==> src/pkg/axc_pkg.sv <==
package axc_pkg;

  // Register offsets on the device's serial register port
  localparam logic [7:0] AXC_OFS_CH1_TARGET = 8'h28;
  localparam logic [7:0] AXC_OFS_CH1_START = 8'h29;
  localparam logic [7:0] AXC_OFS_CH1_CONTROL = 8'h2A;
  localparam logic [7:0] AXC_OFS_CH2_TARGET = 8'h2B;
  localparam logic [7:0] AXC_OFS_CH2_START = 8'h2C;
  localparam logic [7:0] AXC_RESET_VAL = 8'h00;
  localparam logic [7:0] AXC_UNMAPPED_VAL = 8'h00;

  // Field positions within the target and control registers
  localparam int AXC_RNW_BIT = 7;
  localparam int AXC_EN_BIT = 7;
  localparam int AXC_SWAP_BIT = 6;
  localparam int AXC_SKIP_BIT = 5;
  localparam int AXC_GRP_BIT = 4;
  localparam int AXC_LEN_MSB = 3;

  typedef struct packed {
    logic ch1_read_not_write;
    logic [6:0] ch1_target_bus_addr;
  } axc_target_t;

  typedef struct packed {
    logic ch1_enable;
    logic ch1_byte_swap;
    logic ch1_skip_reg_write;
    logic ch1_group_align;
    logic [3:0] ch1_read_length;
  } axc_ctrl_t;

  // One byte bound for an external data slot
  localparam int AXC_SLOT_W = 5;
  localparam int AXC_FIFO_DEPTH = 16;
  typedef struct packed {
    logic [4:0] slot;
    logic [7:0] data;
  } axc_slot_word_t;

  // Aux bus timing: each bit is four quarter phases
  localparam int AXC_CLK_PERIOD_NS = 8;
  localparam int AXC_SCL_PERIOD_NS = 2500;
  localparam int AXC_QTR_CYCLES = AXC_SCL_PERIOD_NS / (4 * AXC_CLK_PERIOD_NS);
  localparam logic [1:0] AXC_Q_LAST = 2'h3;
  localparam logic [1:0] AXC_Q_SAMPLE = 2'h2;
  localparam logic [3:0] AXC_ACK_BIT = 4'h8;

  typedef enum logic [3:0] {
    AXC_IDLE,
    AXC_START,
    AXC_ADDR1,
    AXC_REG,
    AXC_RSTART,
    AXC_ADDR2,
    AXC_WAIT,
    AXC_DATA_R,
    AXC_DATA_W,
    AXC_STOP
  } axc_state_t;

endpackage

==> src/rtl/axc_channel_cfg.sv <==
`timescale 1ns/100ps
// How it works
// - Channel-one target holds read/write in bit 7, bus address in bits 6:0.
// - Channel-two target uses the same read/write and address layout.
// - Channel-one start register gives the slave register where transfers begin.
// - Channel-two start register gives the slave register where transfers begin; here it is only stored and read back, channel two never transfers.
// - Enabled channel one reads once per sample tick that arrives while it is idle, after channel zero's slots.
// - Disabled channel one does no periodic reads and stores nothing.
// - Byte swap on: both bytes of a word are stored swapped.
// - Unpaired first or last byte is stored unswapped.
// - Pairing follows slave register addresses, not destination slot positions.
// - Byte swap off: bytes stored in the order read.
// - Skip-register-write on: no register address phase, data only.
// - Grouping zero pairs addresses 0/1, 2/3; odd address closes a group.
// - Grouping one pairs addresses 1/2, 3/4; even address closes a group.
// - Four-bit length sets bytes read per sample period.
// - Channel zero starts at slot zero; channel one follows its bytes.

module axc_fifo
  import axc_pkg::*;
#(
  parameter int WIDTH = 13,
  parameter int DEPTH = 16
)
(
  input wire logic clk,
  input wire logic rst,
  input wire logic in_valid,
  output logic in_ready,
  input wire logic [WIDTH-1:0] in_data,
  output logic out_valid,
  input wire logic out_ready,
  output logic [WIDTH-1:0] out_data
);
  localparam int AW = $clog2(DEPTH);
  logic [WIDTH-1:0] mem [DEPTH];
  logic [AW:0] wr_ptr_reg;
  logic [AW:0] rd_ptr_reg;
  wire full = (wr_ptr_reg[AW] != rd_ptr_reg[AW]) && (wr_ptr_reg[AW-1:0] == rd_ptr_reg[AW-1:0]);
  wire empty = (wr_ptr_reg == rd_ptr_reg);
  wire do_wr = in_valid && !full;
  wire do_rd = out_ready && !empty;

  assign in_ready = !full;
  assign out_valid = !empty;
  assign out_data = mem[rd_ptr_reg[AW-1:0]];

  always_ff @(posedge clk)
  begin
    if (do_wr)
    begin
      mem[wr_ptr_reg[AW-1:0]] <= in_data;
    end
  end

  always_ff @(posedge clk or posedge rst)
  begin
    if (rst)
    begin
      wr_ptr_reg <= '0;
      rd_ptr_reg <= '0;
    end
    else
    begin
      if (do_wr)
        wr_ptr_reg <= wr_ptr_reg + 1'b1;
      if (do_rd)
        rd_ptr_reg <= rd_ptr_reg + 1'b1;
    end
  end
endmodule

module axc_channel_cfg
  import axc_pkg::*;
(
  input wire logic clk,
  input wire logic rst,
  input wire logic reg_wr_en,
  input wire logic reg_rd_en,
  input wire logic [7:0] reg_addr,
  input wire logic [7:0] reg_wdata,
  output logic [7:0] reg_rdata,
  input wire logic sample_tick,
  input wire logic ch0_enable,
  input wire logic [3:0] ch0_read_length,
  input wire logic [7:0] ch1_write_data,
  output logic slot_valid,
  input wire logic slot_ready,
  output axc_slot_word_t slot_word,
  output logic ch1_busy,
  output logic aux_scl_out,
  output logic aux_scl_oe,
  input wire logic aux_sda_in,
  output logic aux_sda_out,
  output logic aux_sda_oe
);
  // Destination slot of the byte at index idx, with swap pairing by slave address
  function automatic logic [4:0] dest_slot(input logic [4:0] base, input logic [3:0] idx,
                                           input logic [3:0] len, input logic [7:0] start,
                                           input logic swap, input logic grp);
    logic addr_lsb;
    logic opener;
    logic [4:0] pos;
    addr_lsb = start[0] ^ idx[0];
    opener = (addr_lsb == grp);
    pos = base + {1'b0, idx};
    if (swap && opener && ({1'b0, idx} + 5'h01 < {1'b0, len}))
      dest_slot = pos + 5'h01;
    else if (swap && !opener && (idx != 4'h0))
      dest_slot = pos - 5'h01;
    else
      dest_slot = pos;
  endfunction

  axc_target_t ch1_target_reg;
  logic [7:0] ch1_start_reg_addr_reg;
  axc_ctrl_t ch1_ctrl_reg;
  axc_target_t ch2_target_reg;
  logic [7:0] ch2_start_reg_addr_reg;
  logic [7:0] reg_rdata_reg;

  axc_state_t state_reg;
  axc_target_t cur_tgt_reg;
  axc_ctrl_t cur_ctrl_reg;
  logic [7:0] cur_start_reg;
  logic [4:0] cur_base_reg;
  logic [7:0] cur_wdata_reg;
  logic [3:0] idx_reg;
  logic [1:0] q_reg;
  logic [3:0] bit_cnt_reg;
  logic [8:0] shift_reg;
  logic [7:0] rx_reg;
  logic nack_reg;
  logic [6:0] div_reg;
  logic tick_reg;
  logic sda_meta_reg;
  logic sda_sync_reg;
  logic scl_oe_reg;
  logic sda_oe_reg;
  logic busy_reg;
  logic slot_valid_reg;
  axc_slot_word_t slot_word_reg;

  // Register port decode
  wire sel_t1 = (reg_addr == AXC_OFS_CH1_TARGET);
  wire sel_s1 = (reg_addr == AXC_OFS_CH1_START);
  wire sel_c1 = (reg_addr == AXC_OFS_CH1_CONTROL);
  wire sel_t2 = (reg_addr == AXC_OFS_CH2_TARGET);
  wire sel_s2 = (reg_addr == AXC_OFS_CH2_START);
  wire [7:0] rd_mux = sel_t1 ? ch1_target_reg :
                      sel_s1 ? ch1_start_reg_addr_reg :
                      sel_c1 ? ch1_ctrl_reg :
                      sel_t2 ? ch2_target_reg :
                      sel_s2 ? ch2_start_reg_addr_reg : AXC_UNMAPPED_VAL;

  // Sequencer decode
  wire active = (state_reg != AXC_IDLE) && (state_reg != AXC_WAIT);
  wire bit_end = tick_reg && (q_reg == AXC_Q_LAST);
  wire div_wrap = (div_reg == 7'(AXC_QTR_CYCLES - 1));
  wire byte_st = (state_reg == AXC_ADDR1) || (state_reg == AXC_REG) ||
                 (state_reg == AXC_ADDR2) || (state_reg == AXC_DATA_R) ||
                 (state_reg == AXC_DATA_W);
  wire byte_done = byte_st && bit_end && (bit_cnt_reg == AXC_ACK_BIT);
  wire last_byte = (idx_reg + 4'h1 == cur_ctrl_reg.ch1_read_length);
  wire first_rnw = cur_ctrl_reg.ch1_skip_reg_write && cur_tgt_reg.ch1_read_not_write;
  wire start_req = sample_tick && ch1_ctrl_reg.ch1_enable &&
                   (ch1_ctrl_reg.ch1_read_length != 4'h0 || !ch1_target_reg.ch1_read_not_write);
  wire [4:0] base_w = ch0_enable ? {1'b0, ch0_read_length} : 5'h00;
  wire fifo_in_ready;
  wire fifo_out_valid;
  axc_slot_word_t fifo_out_data;
  wire push = (state_reg == AXC_DATA_R) && byte_done && ch1_ctrl_reg.ch1_enable;
  axc_slot_word_t push_word;
  assign push_word.slot = dest_slot(cur_base_reg, idx_reg, cur_ctrl_reg.ch1_read_length,
                                    cur_start_reg, cur_ctrl_reg.ch1_byte_swap,
                                    cur_ctrl_reg.ch1_group_align);
  assign push_word.data = rx_reg;
  wire out_take = !slot_valid_reg || slot_ready;

  // Line drive levels per symbol phase
  wire st_start = (state_reg == AXC_START) || (state_reg == AXC_RSTART);
  wire scl_low_w = (state_reg == AXC_WAIT) ||
                   ((st_start || byte_st) && (q_reg == 2'h0 || q_reg == AXC_Q_LAST)) ||
                   ((state_reg == AXC_STOP) && (q_reg == 2'h0));
  wire sda_low_w = (st_start && q_reg[1]) ||
                   (byte_st && !shift_reg[8]) ||
                   ((state_reg == AXC_STOP) && !q_reg[1]);

  axc_fifo #(.WIDTH($bits(axc_slot_word_t)), .DEPTH(AXC_FIFO_DEPTH)) i_axc_fifo (
    .clk(clk),
    .rst(rst),
    .in_valid(push),
    .in_ready(fifo_in_ready),
    .in_data(push_word),
    .out_valid(fifo_out_valid),
    .out_ready(out_take),
    .out_data(fifo_out_data)
  );

  // Configuration registers
  always_ff @(posedge clk or posedge rst)
  begin
    if (rst)
    begin
      ch1_target_reg <= AXC_RESET_VAL;
      ch1_start_reg_addr_reg <= AXC_RESET_VAL;
      ch1_ctrl_reg <= AXC_RESET_VAL;
      ch2_target_reg <= AXC_RESET_VAL;
      ch2_start_reg_addr_reg <= AXC_RESET_VAL;
      reg_rdata_reg <= AXC_RESET_VAL;
    end
    else
    begin
      if (reg_wr_en && sel_t1)
        ch1_target_reg <= reg_wdata;
      if (reg_wr_en && sel_s1)
        ch1_start_reg_addr_reg <= reg_wdata;
      if (reg_wr_en && sel_c1)
        ch1_ctrl_reg <= reg_wdata;
      if (reg_wr_en && sel_t2)
        ch2_target_reg <= reg_wdata;
      if (reg_wr_en && sel_s2)
        ch2_start_reg_addr_reg <= reg_wdata;
      if (reg_rd_en)
        reg_rdata_reg <= rd_mux;
    end
  end

  // Quarter-bit enable and line sampling
  always_ff @(posedge clk or posedge rst)
  begin
    if (rst)
    begin
      div_reg <= '0;
      tick_reg <= 1'b0;
      sda_meta_reg <= 1'b1;
      sda_sync_reg <= 1'b1;
      scl_oe_reg <= 1'b0;
      sda_oe_reg <= 1'b0;
      busy_reg <= 1'b0;
    end
    else
    begin
      tick_reg <= div_wrap;
      // Held at zero while idle so the first quarter of a frame is full length
      div_reg <= (div_wrap || state_reg == AXC_IDLE) ? 7'h00 : div_reg + 7'h01;
      sda_meta_reg <= aux_sda_in;
      sda_sync_reg <= sda_meta_reg;
      scl_oe_reg <= scl_low_w;
      sda_oe_reg <= sda_low_w;
      busy_reg <= (state_reg != AXC_IDLE);
    end
  end

  // Transfer sequencer
  always_ff @(posedge clk or posedge rst)
  begin
    if (rst)
    begin
      state_reg <= AXC_IDLE;
      cur_tgt_reg <= AXC_RESET_VAL;
      cur_ctrl_reg <= AXC_RESET_VAL;
      cur_start_reg <= AXC_RESET_VAL;
      cur_base_reg <= '0;
      cur_wdata_reg <= AXC_RESET_VAL;
      idx_reg <= '0;
      q_reg <= '0;
      bit_cnt_reg <= '0;
      shift_reg <= '1;
      rx_reg <= '0;
      nack_reg <= 1'b0;
    end
    else
    begin
      if (tick_reg && active)
        q_reg <= q_reg + 2'h1;
      if (tick_reg && byte_st && (q_reg == AXC_Q_SAMPLE))
      begin
        if (bit_cnt_reg == AXC_ACK_BIT)
          nack_reg <= sda_sync_reg;
        else
          rx_reg <= {rx_reg[6:0], sda_sync_reg};
      end
      if (byte_st && bit_end)
      begin
        bit_cnt_reg <= (bit_cnt_reg == AXC_ACK_BIT) ? 4'h0 : bit_cnt_reg + 4'h1;
        shift_reg <= {shift_reg[7:0], 1'b1};
      end
      case (state_reg)
        AXC_IDLE:
          if (start_req)
          begin
            cur_tgt_reg <= ch1_target_reg;
            cur_ctrl_reg <= ch1_ctrl_reg;
            cur_start_reg <= ch1_start_reg_addr_reg;
            cur_base_reg <= base_w;
            cur_wdata_reg <= ch1_write_data;
            idx_reg <= '0;
            q_reg <= '0;
            state_reg <= AXC_START;
          end
        AXC_START:
          if (bit_end)
          begin
            shift_reg <= {cur_tgt_reg.ch1_target_bus_addr, first_rnw, 1'b1};
            state_reg <= AXC_ADDR1;
          end
        AXC_ADDR1:
          if (byte_done)
          begin
            if (nack_reg)
              state_reg <= AXC_STOP;
            else if (!cur_ctrl_reg.ch1_skip_reg_write)
            begin
              shift_reg <= {cur_start_reg, 1'b1};
              state_reg <= AXC_REG;
            end
            else if (cur_tgt_reg.ch1_read_not_write)
              state_reg <= AXC_WAIT;
            else
            begin
              shift_reg <= {cur_wdata_reg, 1'b1};
              state_reg <= AXC_DATA_W;
            end
          end
        AXC_REG:
          if (byte_done)
          begin
            if (nack_reg)
              state_reg <= AXC_STOP;
            else if (cur_tgt_reg.ch1_read_not_write)
              state_reg <= AXC_RSTART;
            else
            begin
              shift_reg <= {cur_wdata_reg, 1'b1};
              state_reg <= AXC_DATA_W;
            end
          end
        AXC_RSTART:
          if (bit_end)
          begin
            shift_reg <= {cur_tgt_reg.ch1_target_bus_addr, 1'b1, 1'b1};
            state_reg <= AXC_ADDR2;
          end
        AXC_ADDR2:
          if (byte_done)
            state_reg <= nack_reg ? AXC_STOP : AXC_WAIT;
        AXC_WAIT:
          if (fifo_in_ready)
          begin
            shift_reg <= {8'hFF, last_byte};
            state_reg <= AXC_DATA_R;
          end
        AXC_DATA_R:
          if (byte_done)
          begin
            idx_reg <= idx_reg + 4'h1;
            state_reg <= last_byte ? AXC_STOP : AXC_WAIT;
          end
        AXC_DATA_W:
          if (byte_done)
            state_reg <= AXC_STOP;
        AXC_STOP:
          if (bit_end)
            state_reg <= AXC_IDLE;
        default:
          state_reg <= AXC_IDLE;
      endcase
    end
  end

  // Registered slot output stage
  always_ff @(posedge clk or posedge rst)
  begin
    if (rst)
    begin
      slot_valid_reg <= 1'b0;
      slot_word_reg <= '0;
    end
    else if (out_take)
    begin
      slot_valid_reg <= fifo_out_valid;
      slot_word_reg <= fifo_out_data;
    end
  end

  assign reg_rdata = reg_rdata_reg;
  assign slot_valid = slot_valid_reg;
  assign slot_word = slot_word_reg;
  assign ch1_busy = busy_reg;
  assign aux_scl_out = 1'b0;
  assign aux_sda_out = 1'b0;
  assign aux_scl_oe = scl_oe_reg;
  assign aux_sda_oe = sda_oe_reg;
endmodule

==> config.mk <==
export PLATFORM = sky130hd
export DESIGN_NAME = axc_channel_cfg
export DESIGN_NICKNAME = d
export VERILOG_FILES = /design/src/pkg/axc_pkg.sv /design/src/rtl/axc_channel_cfg.sv
export SDC_FILE = /design/constraint.sdc
export NUM_CORES = 1
export LEC_CHECK = 0
export BUFFER_PORTS_ARGS = -buffer_cell sky130_fd_sc_hd__buf_2
export CELL_PAD_IN_SITES_DETAIL_PLACEMENT = 0
export CELL_PAD_IN_SITES_GLOBAL_PLACEMENT = 1
export CORE_MARGIN = 10
export CORE_UTILIZATION = 57
export DETAILED_ROUTE_END_ITERATION = 6
export GPL_TIMING_DRIVEN = 1
export PLACE_DENSITY_LB_ADDON = 0.1
export SETUP_SLACK_MARGIN = 0.02
export SLEW_MARGIN = 20
export SYNTH_ARGS = -nofsm -noshare
export SYNTH_HDL_FRONTEND = slang
export SYNTH_HIERARCHICAL = 1
export SYNTH_SLANG_ARGS = --single-unit
==> constraint.sdc <==
create_clock -name clk -period 12.3 [get_ports clk]
set_input_delay 1.23 -clock clk [delete_from_list [all_inputs] [get_ports clk]]
set_output_delay 1.23 -clock clk [all_outputs]
set_load 0.005 [all_outputs]
After elaboration in Yosys (flattened, before gate mapping)
Memories as Yosys holds them, arrays and structs flattened. A register that Yosys moved wholly into a read port is not among the register bits.
Cells that the tools add are included.
Widths: inputs -> output; s select.
{ "totals": {"regBits": 140, "ramBits": 208, "output_inout_bits": 27, "n_memories": 1} }
{ "classes": {"n_addsub": 10, "magnitude_cmp": 1, "eq_ne": 34, "n_mux": 47, "bitwise": 2, "reduce_logical": 61} }
{ "mem_list": {"columns": ["memory", "words", "word_bits", "read_ports", "rd_ports_with_merged_regs", "write_ports", "line_no", "source"], "rows": [
  ["i_axc_fifo.mem", 16, 13, 1, 1, 1, "axc_channel_cfg.sv:36", "logic [WIDTH-1:0] mem [DEPTH];"]
]} }
{ "op_table": {"columns": ["op", "n"], "rows": [
  ["$mux 9", 10],
  ["$mux 4", 21],
  ["$pmux 9 s5", 1],
  ["$eq 8x6->1 const B", 5],
  ["$mux 8", 5],
  ["$pmux 4 s10", 1],
  ["$logic_and 1x1->1", 29],
  ["$ne 2x2->1 const B", 10],
  ["$eq 4x3->1 const B", 4],
  ["$add 5x1->5 const B", 3],
  ["$logic_or 1x1->1", 14],
  ["$eq 4x4->1 const B", 3],
  ["$reduce_bool 4->1", 3],
  ["$mux 5", 2],
  ["$reduce_and 10->1", 1],
  ["$add 4x1->4 const B", 2],
  ["$eq 4x2->1 const B", 2],
  ["$eq 4x4->1", 2],
  ["$pmux 4 s2", 1],
  ["$add 7x1->7 const B", 1],
  ["$eq 7x7->1 const B", 1],
  ["$logic_not 1->1", 7],
  ["$mux 7", 1],
  ["$mux 2", 3],
  ["other kinds (19)", 23]
]} }

Depth between registers and ports, before layout
Gate-level depths: netlist of run 1.
{ "logic_depth": {"ltp_word": 12, "mapped_depth": 11} }

Cells and area by module
The synthesis of run 1 kept the hierarchy.
{ "by_module_without_submodules": {"columns": ["mod", "instances", "cells_per_inst", "area_each_um2"], "rows": [
  ["axc_fifo", 1, 405, 8557.0],
  ["axc_channel_cfg", 1, 659, 7559.8]
]} }

Worst setup path after synthesis of run 1
No wires, ideal clock.
{ "synth_path": {"kind": "register to register", "start": "register bit_cnt_reg[0]", "end": "memory i_axc_fifo.mem[12][0], enable pin", "setup_time_ps": 400, "t_arrival_ps": 2628, "t_required_ps": 11900, "path_slack_ps": 9272, "stages_incl_launch_ff": 8, "period_less_slack_ps": 3028, "cell_sequence": "dfrtp_1 -> inv_1 -> ha_1 -> nand3b_1 -> nor4_1 -> and2_1 -> nand2_1 -> nor3_1"} }
{ "synth_between": {"elab_chain_len": 7} }
{ "synth_rtl": {"columns": ["item", "line_no", "source"], "rows": [
  ["start, declared", "axc_channel_cfg.sv:130", "logic [3:0] bit_cnt_reg;"],
  ["start signal, assigned", "axc_channel_cfg.sv:286", "bit_cnt_reg <= (bit_cnt_reg == AXC_ACK_BIT) ? 4'h0 : bit_cnt_reg + 4'h1;"],
  ["$eq 4x4->1", "axc_channel_cfg.sv:163", "wire byte_done = byte_st && bit_end && (bit_cnt_reg == AXC_ACK_BIT);"],
  ["$logic_and 1x1->1", "axc_channel_cfg.sv:163", null],
  ["$logic_and 1x1->1 (2 in a row)", "axc_channel_cfg.sv:172", "wire push = (state_reg == AXC_DATA_R) && byte_done && ch1_ctrl_reg.ch1_enable;"],
  ["named net push", "axc_channel_cfg.sv:172", null],
  ["$logic_and 1x1->1", "axc_channel_cfg.sv:41", "wire do_wr = in_valid && !full;"],
  ["$mux 1", "axc_channel_cfg.sv:50", "if (do_wr)"],
  ["$mux 1 (not written as such)", "axc_channel_cfg.sv:52", "mem[wr_ptr_reg[AW-1:0]] <= in_data;"],
  ["end, declared", "axc_channel_cfg.sv:36", null]
]} }
The timed path passes the listed nets, and every way through them passes these cells.

Final worst setup path of run 1
{ "layout_path": {"start": "register i_axc_fifo.rd_ptr_reg[1]", "end": "register state_reg[3]"} }
{ "layout_between": {"elab_chain_len": 4} }
{ "layout_rtl": {"columns": ["item", "line_no", "source"], "rows": [
  ["start, declared", "axc_channel_cfg.sv:38", "logic [AW:0] rd_ptr_reg;"],
  ["start signal, assigned", "axc_channel_cfg.sv:68", "rd_ptr_reg <= rd_ptr_reg + 1'b1;"],
  ["$eq 4x4->1", "axc_channel_cfg.sv:39", "wire full = (wr_ptr_reg[AW] != rd_ptr_reg[AW]) && (wr_ptr_reg[AW-1:0] == rd_ptr_reg[AW-1:0]);"],
  ["$logic_and 1x1->1", "axc_channel_cfg.sv:39", null],
  ["$ne 2x2->1 (no line)", null, null],
  ["$reduce_and 10->1 (no line)", null, null],
  ["end signal, assigned", "axc_channel_cfg.sv:347", "state_reg <= nack_reg ? AXC_STOP : AXC_WAIT;"],
  ["end signal, assigned", "axc_channel_cfg.sv:358", "state_reg <= last_byte ? AXC_STOP : AXC_WAIT;"],
  ["end, declared", "axc_channel_cfg.sv:122", "axc_state_t state_reg;"]
]} }
Every way passes these cells.
A chain may end at the register's enable or synchronous reset.

==> results.sh, run 1 <==
export IMPL_status="finished clean"
export IMPL_die_w_um=188
export IMPL_cts_sinks=360
export IMPL_crit_path_top_delay_cell="dfrtp_4"
export IMPL_ys_ff_latch=360
export IMPL_top_level_ports=63
export IMPL_die_area_mm2=0.0354
export IMPL_path_cells="xnor2_1, nand4_2, nor2_1, inv_1, a21oi_1, o21ai_0, o21ai_0, nor3b_2, mux2_1"
export IMPL_critical_path_class="flop to flop"
export IMPL_maxCapViolations=0
export IMPL_nets=1182
export IMPL_setup_viol=0
export IMPL_cts_resized=0
export IMPL_fmax_mhz=251
export IMPL_synth_most_common_cell="edfxtp_1"
export IMPL_grt_overflow_total=0
export IMPL_crit_fanout=56
export IMPL_drive_above_1_share_pct=27.9
export IMPL_rsz0062_at_grt="false"
export IMPL_leakage_nw=6.51
export IMPL_fillers=2060
export IMPL_critPathLaunch="i_axc_fifo/rd_ptr_reg[1]"
export IMPL_cpMostUsedCell="o21ai_0"
export IMPL_tightest_slew_ns=1.22
export IMPL_ctsLongestPathBuffers=3
export IMPL_whs_ns=0.358
export IMPL_numPortBuffers=60
export IMPL_antenna_cells=0
export IMPL_p_per_area_mw_per_mm2=173
export IMPL_place_gp_congestion=0.821
export IMPL_cts_root_buf="clkbuf_16"
export IMPL_grt_pass1_wl_um=55300
export IMPL_skew_ns=0.0139
export IMPL_std_cell_rows=61
export IMPL_routed_via_density=6.13
export IMPL_initial_core_util_pct=57.9
export IMPL_post_cts_setup_buffers=0
export IMPL_p_comb_share_pct=16.5
export IMPL_utilization_pct=64.4
export IMPL_hp_class="flop to flop"
export IMPL_cts_hold_buf=0
export IMPL_drt_wl_total_um=35000
export IMPL_cts_buffers=37
export IMPL_period_minus_slack_ns=3.99
export IMPL_synthCells=1064
export IMPL_switching_share_pct=27.2
export IMPL_die_h_um=188
export IMPL_antenna_found_initial=0
export IMPL_setup_worst_path_end_class="flop"
export IMPL_ir_worst_vdd_mv=0.114
export IMPL_yosysSeqAreaShare_pct=62.4
export IMPL_final_max_slew_viol_count=0
export IMPL_cts_tree="built"
export IMPL_syn_to_final_growth_pct=11.3
export IMPL_syn_area_mm2=0.0161
export IMPL_yosys_warnings=6
export IMPL_dp_cells=1458
export IMPL_p_switching_uw=843
export IMPL_hp_start="sda_meta_reg"
export IMPL_synth_top_area_share_pct=38.8
export IMPL_pwr_share_clk_pct=35.9
export IMPL_largest_reg_flops=208
export IMPL_pre_cts_slack_ns=8.37
export IMPL_drc=0
export IMPL_yosysUniqueCellTypes=77
export IMPL_grt_max_degree=79
export IMPL_synth_async_reset_ratio_pct=42.2
export IMPL_synth_edf_count=208
export IMPL_maxSlewHeadroom_pct=17.7
export IMPL_setup_ws_ns=8.31
export IMPL_drt_initial_drc_count=774
export IMPL_cts_max_level=2
export IMPL_firstDrtPassIters=6
export IMPL_grtUsageTotal_pct=19.9
export IMPL_arrival_ns=4.40
export IMPL_hold_violations=0
export IMPL_fin_cells=1524
export IMPL_worstPathRequired_ns=12.71
export IMPL_core_area_mm2=0.0279
export IMPL_synth_area_per_cell_um2=15.1
export IMPL_dpl_instance_area_mm2=0.0167
export IMPL_wire_per_inst_um=23.0
export IMPL_drtAntennaViolNets=0
export IMPL_clk_pin_slew_worst_paths_ns=0.06
export IMPL_cpPeakStageDelay_ns=1.11
export IMPL_post_route_period_util_pct=32.4
export IMPL_grt_pass1_vias=9590
export IMPL_seqPwrFrac_pct=47.6
export IMPL_synth_area_top_cells="edfxtp_1 39%, dfrtp_1 22%, mux2_2 6.8%, mux4_2 6.6%, mux4_1 2.1%"
export IMPL_p_int_mw=2.25
export IMPL_insertion_delay_ns=0.53
export IMPL_rr_startpoint="i_axc_fifo/rd_ptr_reg[1]"
export IMPL_vias=9342
export IMPL_dp_hpwl_um=22700
export IMPL_synth_top_cells_by_count="208 x edfxtp_1, 141 x dfrtp_1, 98 x mux2_2"
export IMPL_total_power_mw=3.10
export IMPL_cp_start_kind="flop"
export IMPL_yosysTopAreaCell="edfxtp_1"
export IMPL_final_area_mm2=0.0179
export IMPL_finalSetupTns_ns=0
export IMPL_synth_top_flop_cell="edfxtp_1"
[critical path: cells and delay by family (launching register included)]
| kind | cells | cell delay [ns] |
|---|---|---|
| xor gates and xnor gates | 1 | 0.21 |
| buffers and inverters | 1 | 0.29 |
| DFF | 1 | 1.11 |
| and+or+nand+nor | 3 | 1.30 |
| AOI/OAI and AO/OA | 3 | 0.63 |
| muxes | 1 | 0.31 |
[cells by family after synthesis]
logic type	after synthesis	synth area share (%)
DFF	360	62.4
and+or+nand+nor	225	7.44
AOI/OAI and AO/OA	171	7.71
muxes	164	15.9
buffers and inverters	89	2.74
adders and majority gates	27	2.14
xor gates and xnor gates	27	1.56
other	1	0.0233
[per-layer routing]
metal  vias to the layer above  GRT usage, %  routed length, um
li1                       4230             -                  -
met1                      4778          24.5              13900
met4                         0          7.38               1050
met2                       282          34.5              18200
met3                        52          3.23               1850
met5                         -             0                  0
[worst paths after layout]
kind                            slack [ns]                  endpoint  cells after the start
worst max-delay path                  8.31              state_reg[3]                      9
worst min-delay path                  0.36              sda_sync_reg                      0
worst max register to register        8.31              state_reg[3]                      9
worst min register to register        0.36              sda_sync_reg                      0
max in group asynchronous            10.08         ch1_target_reg[0]                      3
min in group asynchronous             0.73  i_axc_fifo/rd_ptr_reg[0]                      2
[power by group through the flow]
stage | clock network [mW] | logic [mW] | registers, mW
after floorplan | 0 | 0.389 | 1.45
after global placement | 0 | 0.504 | 1.50
final | 1.11 | 0.511 | 1.47
after detailed placement | 0 | 0.512 | 1.50
after CTS | 1.14 | 0.514 | 1.47
after global routing | 1.18 | 0.571 | 1.48
[cells in the final DEF (no fill, tap or decap), types with 13 or more instances in the layout]
master	instances
a22oi_1	38
nand2b_1	13
a21oi_1	22
mux4_1	13
o22ai_1	16
inv_1	32
dfrtp_1	139
ha_1	26
a221oi_1	16
xnor2_1	18
o21ai_0	25
mux2_2	98
nand2_1	67
clkbuf_16	38
mux4_2	47
and2_1	13
edfxtp_1	208
nand3_1	14
nor2_1	35
buf_2	60
nor2b_1	14
[cell type report]
| cell class | count | area (um2) | area share [%] |
|---|---|---|---|
| clock buffers | 49 | 1000 | 5.59 |
| clock inverters | 17 | 203 | 1.13 |
| inverters | 35 | 136 | 0.760 |
| multi-input cells | 616 | 5690 | 31.7 |
| flip-flops and latches | 360 | 10100 | 56.1 |
| well taps | 378 | 473 | 2.64 |
| repair buffers | 69 | 368 | 2.05 |
Note: power is estimated with default switching activity, not from simulation.
==> inputs of run 2 (changes only) <==
- CORE_UTILIZATION: 57 -> 47
- clock period: 12.3 -> 3.3 ns (I/O delays scaled with it)
==> results.sh, run 2 (synthesis gave the netlist of run 1 again) <==
export IMPL_vias=9305
export IMPL_fin_cells=1636
export IMPL_antenna_cells=0
export IMPL_final_cell_mix="208 x edfxtp_1, 139 x dfrtp_1, 98 x mux2_2, 67 x nand2_1, 60 x buf_2"
export IMPL_status="finished clean"
export IMPL_nets=1220
export IMPL_cts_max_level=2
export IMPL_utilization_pct=54.6
export IMPL_rsz0062_at_grt="false"
export IMPL_drc=0
export IMPL_p_switching_mw=3.18
export IMPL_largest_reg_flops=208
export IMPL_wire_per_inst_um=21.6
export IMPL_top_level_ports=63
export IMPL_finalSetupTns_ns=0
export IMPL_cp_start_kind="flop"
export IMPL_routed_via_density=5.69
export IMPL_setup_viol=0
export IMPL_p_per_area_mw_per_mm2=634
export IMPL_hold_violations=0
export IMPL_cts_root_buf="clkbuf_16"
export IMPL_final_max_slew_viol_count=0
export IMPL_pwr_share_clk_pct=37.1
export IMPL_period_minus_slack_ns=2.97
export IMPL_p_int_mw=8.49
export IMPL_leakage_nw=6.77
export IMPL_clk_pin_slew_worst_paths_ns=0.05
export IMPL_grt_pass1_wl_um=56400
export IMPL_dp_cells=1560
export IMPL_syn_to_final_growth_pct=14.2
export IMPL_ctsLongestPathBuffers=3
export IMPL_insertion_delay_ns=0.55
export IMPL_die_w_um=205
export IMPL_firstDrtPassIters=4
export IMPL_cts_tree="built"
export IMPL_layout_commonest_cell="edfxtp_1"
export IMPL_worstPathRequired_ns=3.55
export IMPL_switching_share_pct=27.3
export IMPL_grtUsageTotal_pct=17.1
export IMPL_initial_core_util_pct=47.8
export IMPL_hp_class="input pin to flop"
export IMPL_p_comb_share_pct=16.5
export IMPL_cts_sinks=360
export IMPL_drtAntennaViolNets=0
export IMPL_cts_buffers=40
export IMPL_crit_fanout=16
export IMPL_die_h_um=205
export IMPL_skew_ns=0.0260
export IMPL_grt_max_degree=85
export IMPL_std_cell_rows=67
export IMPL_core_area_mm2=0.0337
export IMPL_maxSlewHeadroom_pct=38.0
export IMPL_maxCapViolations=0
export IMPL_dp_hpwl_um=23200
export IMPL_fmax_mhz=336
export IMPL_seqPwrFrac_pct=46.4
export IMPL_arrival_ns=3.23
export IMPL_drive_above_1_share_pct=29.7
export IMPL_die_area_mm2=0.0421
export IMPL_ir_worst_vdd_mv=0.395
export IMPL_critical_path_class="flop to flop"
export IMPL_grt_pass1_vias=9583
export IMPL_tightest_slew_ns=0.918
export IMPL_post_route_period_util_pct=90.1
export IMPL_drt_initial_drc_count=595
export IMPL_total_power_mw=11.7
export IMPL_drt_wl_total_um=35400
export IMPL_place_gp_congestion=0.797
export IMPL_grt_overflow_total=0
export IMPL_setup_worst_path_end_class="flop"
export IMPL_antenna_found_initial=0
export IMPL_numPortBuffers=60
==> run 2: changes by cell type in the layout (fill, tap and decap cells not counted), moves of 3 or more <==
cell           delta
buf_12            +3
buf_4            +29
clkbuf_8          +4
clkinv_1          -5
clkinv_2          +4
dlygate4sd3_1     +3
nor2_1           +12
nor2_2           -12
nor3_2            +3
nor3_4            -3
xnor2_1           -3
xnor2_2           +3
==> run 2: power groups by stage <==
| stage | clock network, mW | logic, mW | registers, mW |
|---|---|---|---|
| finish | 4.33 | 1.93 | 5.42 |
| global route | 4.66 | 2.16 | 5.44 |
| global placement | 0 | 1.89 | 5.50 |
| detailed placement | 0 | 1.92 | 5.51 |
| floorplan | 0 | 1.45 | 5.40 |
| CTS | 4.45 | 1.92 | 5.42 |
==> run 2: worst paths after layout <==
| path | depth (start not counted) | start | end | slack (ns) |
|---|---|---|---|---|
| setup / recovery | 7 | idx_reg[0] | i_axc_fifo/mem[12][12] | 0.33 |
| hold / removal | 2 | ch1_write_data[1] | cur_wdata_reg[1] | 0.03 |
| setup reg to reg | 7 | idx_reg[0] | i_axc_fifo/mem[12][12] | 0.33 |
| hold reg to reg | 0 | sda_meta_reg | sda_sync_reg | 0.36 |
| max in group asynchronous | 4 | rst | tick_reg | 1.96 |
| min in group asynchronous | 3 | rst | i_axc_fifo/rd_ptr_reg[3] | 0.35 |
==> run 2: through the flow <==
stage | worst slack (ns) | area [um2] | hold slack, ns
CTS | 0.0347 | 18400 | 0.00885
global placement | 0.207 | 17000 | 0.347
finish | 0.328 | 18400 | 0.0253
detailed placement | 0.0654 | 17000 | 0.348
floorplan | 0.272 | 16100 | 0.170
global route | 0.119 | 18400 | 0.0194
==> run 2: final cells by class <==
type	count	area [um2]
Clock buffer	56	1110
Sequential cell	360	10100
Multi-Input combinational cell	616	5670
Clock inverter	17	190
Inverter	35	135
Tap cell	448	561
Timing Repair Buffer	104	676
Fill cell	2824	15300
==> run 2: metal layers <==
metal	vias to the layer above	share of wire [%]	track usage [%]
li1	4297	-	-
met1	4811	44	22.7
met2	157	51	29.2
met3	40	3.4	2.56
met4	0	1.5	3.86
met5	-	0	0
==> run 2: what timing repair did <==
action	CTS	global route
endpoints found under the setup margin	0	16
hold buffers	3	0
hold endpoints to repair	28	0
resized for setup	0	1
buffers inserted	0	0
==> run 2: worst max-delay path: stages (launching register included) <==
cell      delay [ns]
dfrtp_1         0.47
ha_1            0.26
fa_1            0.62
ha_1            0.22
nand4b_1        0.09
nor4b_1         0.30
mux2i_1         0.18
xor2_2          0.54
==> inputs of run 3 (changes only) <==
- CORE_UTILIZATION: 47 -> 53
- clock period: 3.3 -> 2.74 ns (I/O delays scaled with it)
==> results.sh, run 3 (synthesis gave the netlist of run 1 again) <==
export IMPL_status="finished clean"
export IMPL_antenna_cells=0
export IMPL_routed_via_density=5.86
export IMPL_grt_pass1_vias=10020
export IMPL_syn_to_final_growth_pct=17.4
export IMPL_top_level_ports=63
export IMPL_initial_core_util_pct=54.1
export IMPL_worstPathRequired_ns=3.01
export IMPL_setup_viol=0
export IMPL_place_gp_congestion=0.803
export IMPL_dpl_instance_area_mm2=0.0174
export IMPL_grt_pass1_wl_um=56300
export IMPL_nets=1259
export IMPL_numPortBuffers=60
export IMPL_period_minus_slack_ns=2.63
export IMPL_crit_fanout=16
export IMPL_maxCapViolations=0
export IMPL_drt_wl_total_um=34600
export IMPL_final_area_mm2=0.0189
export IMPL_vias=9475
export IMPL_arrival_ns=2.90
export IMPL_cts_max_level=2
export IMPL_hold_violations=0
export IMPL_p_per_area_mw_per_mm2=763
export IMPL_grtUsageTotal_pct=18.4
export IMPL_dp_cells=1530
export IMPL_core_area_mm2=0.0298
export IMPL_rsz0062_at_grt="true"
export IMPL_leakage_nw=7.00
export IMPL_critical_path_class="flop to flop"
export IMPL_final_cell_mix="208 x edfxtp_1, 139 x dfrtp_1, 98 x mux2_2, 67 x nand2_1, 60 x buf_2"
export IMPL_whs_ns=0.0214
export IMPL_wire_per_inst_um=21.4
export IMPL_total_power_mw=14.4
export IMPL_insertion_delay_ns=0.52
export IMPL_grt_max_degree=67
export IMPL_firstDrtPassIters=5
export IMPL_fin_cells=1616
export IMPL_fillers=2234
export IMPL_clk_pin_slew_worst_paths_ns=0.06
export IMPL_cts_sinks=360
export IMPL_layout_commonest_cell="edfxtp_1"
export IMPL_grt_overflow_total=0
export IMPL_drt_initial_drc_count=631
export IMPL_drive_above_1_share_pct=31.5
export IMPL_cts_tree="built"
export IMPL_utilization_pct=63.5
export IMPL_dp_hpwl_um=22700
export IMPL_cts_buffers=38
export IMPL_maxSlewHeadroom_pct=43.7
export IMPL_largest_reg_flops=208
export IMPL_setup_worst_path_end_class="flop"
export IMPL_hp_class="input pin to flop"
export IMPL_die_area_mm2=0.0378
export IMPL_post_route_period_util_pct=96.1
export IMPL_cp_start_kind="flop"
export IMPL_std_cell_rows=63
export IMPL_drc=0
export IMPL_antenna_found_initial=0
export IMPL_die_w_um=194
export IMPL_rrSetupSlack_ns=0.11
export IMPL_die_h_um=194
export IMPL_ctsLongestPathBuffers=3
export IMPL_cts_root_buf="clkbuf_16"
export IMPL_tightest_slew_ns=0.838
export IMPL_skew_ns=0.0118
export IMPL_final_max_slew_viol_count=0
export IMPL_drtAntennaViolNets=0
export IMPL_ir_worst_vdd_mv=0.491
export IMPL_fmax_mhz=380
-- run 3: area by class of cell --
class / instances / area [um2] / share of cell area (%)
Sequential cell: 360 / 10100 / 53.2
Multi-Input combinational cell: 616 / 5720 / 30.2
Timing Repair Buffer: 145 / 1270 / 6.72
Clock buffer: 45 / 997 / 5.27
Tap cell: 390 / 488 / 2.58
Clock inverter: 25 / 250 / 1.32
Inverter: 35 / 135 / 0.714
-- run 3: path summary, 6_finish.rpt --
kind / startpoint / cells past startpoint / to
worst max-delay path: idx_reg[0] / 10 / i_axc_fifo/mem[9][11]
worst min-delay path: ch0_read_length[0] / 3 / cur_base_reg[0]
worst max register to register: idx_reg[0] / 10 / i_axc_fifo/mem[9][11]
worst min register to register: sda_meta_reg / 0 / sda_sync_reg
max in group asynchronous: rst / 4 / shift_reg[5]
min in group asynchronous: rst / 3 / i_axc_fifo/rd_ptr_reg[4]
-- run 3: what timing repair did --
action / 4_1_cts / 5_1_grt
hold buffers: 13 / 0
setup buffers: 1 / 2
resized for setup: 4 / 4
pin swaps: 2 / 1
endpoints found under the setup margin: 64 / 64
endpoints found under the hold margin: 37 / 0
-- run 3: report_power, final --
group | internal, mW | switching, mW
Combinational | 1.30 | 1.54
Clock | 3.01 | 2.09
Sequential | 6.23 | 0.277
Total | 10.5 | 3.91
-- run 3: metrics by stage --
| stage | worst slack [ns] | TNS [ns] |
|---|---|---|
| 6_report | 0.107 | 0 |
| 5_1_grt | -0.0609 | -0.945 |
| 4_1_cts | 0.0556 | 0 |
| 3_5_place_dp | -0.342 | -14.60 |
| 3_3_place_gp | -0.163 | -4.73 |
| 2_1_floorplan | 0.0558 | 0 |
-- run 3: per-layer routing --
metal	wire, um	track usage, %
met1	14300	23.2
met2	17900	31.9
met3	1460	2.81
met4	935	5.88
met5	0	0
-- run 3: worst max-delay path, cell delays in order, from the launching register on --
cell	delay, ns
dfrtp_1	0.42
ha_1	0.24
xor2_1	0.17
ha_1	0.30
o21ai_0	0.19
a21oi_1	0.10
nor3_2	0.26
buf_4	0.17
a41oi_1	0.16
xnor2_2	0.20
buf_12	0.16
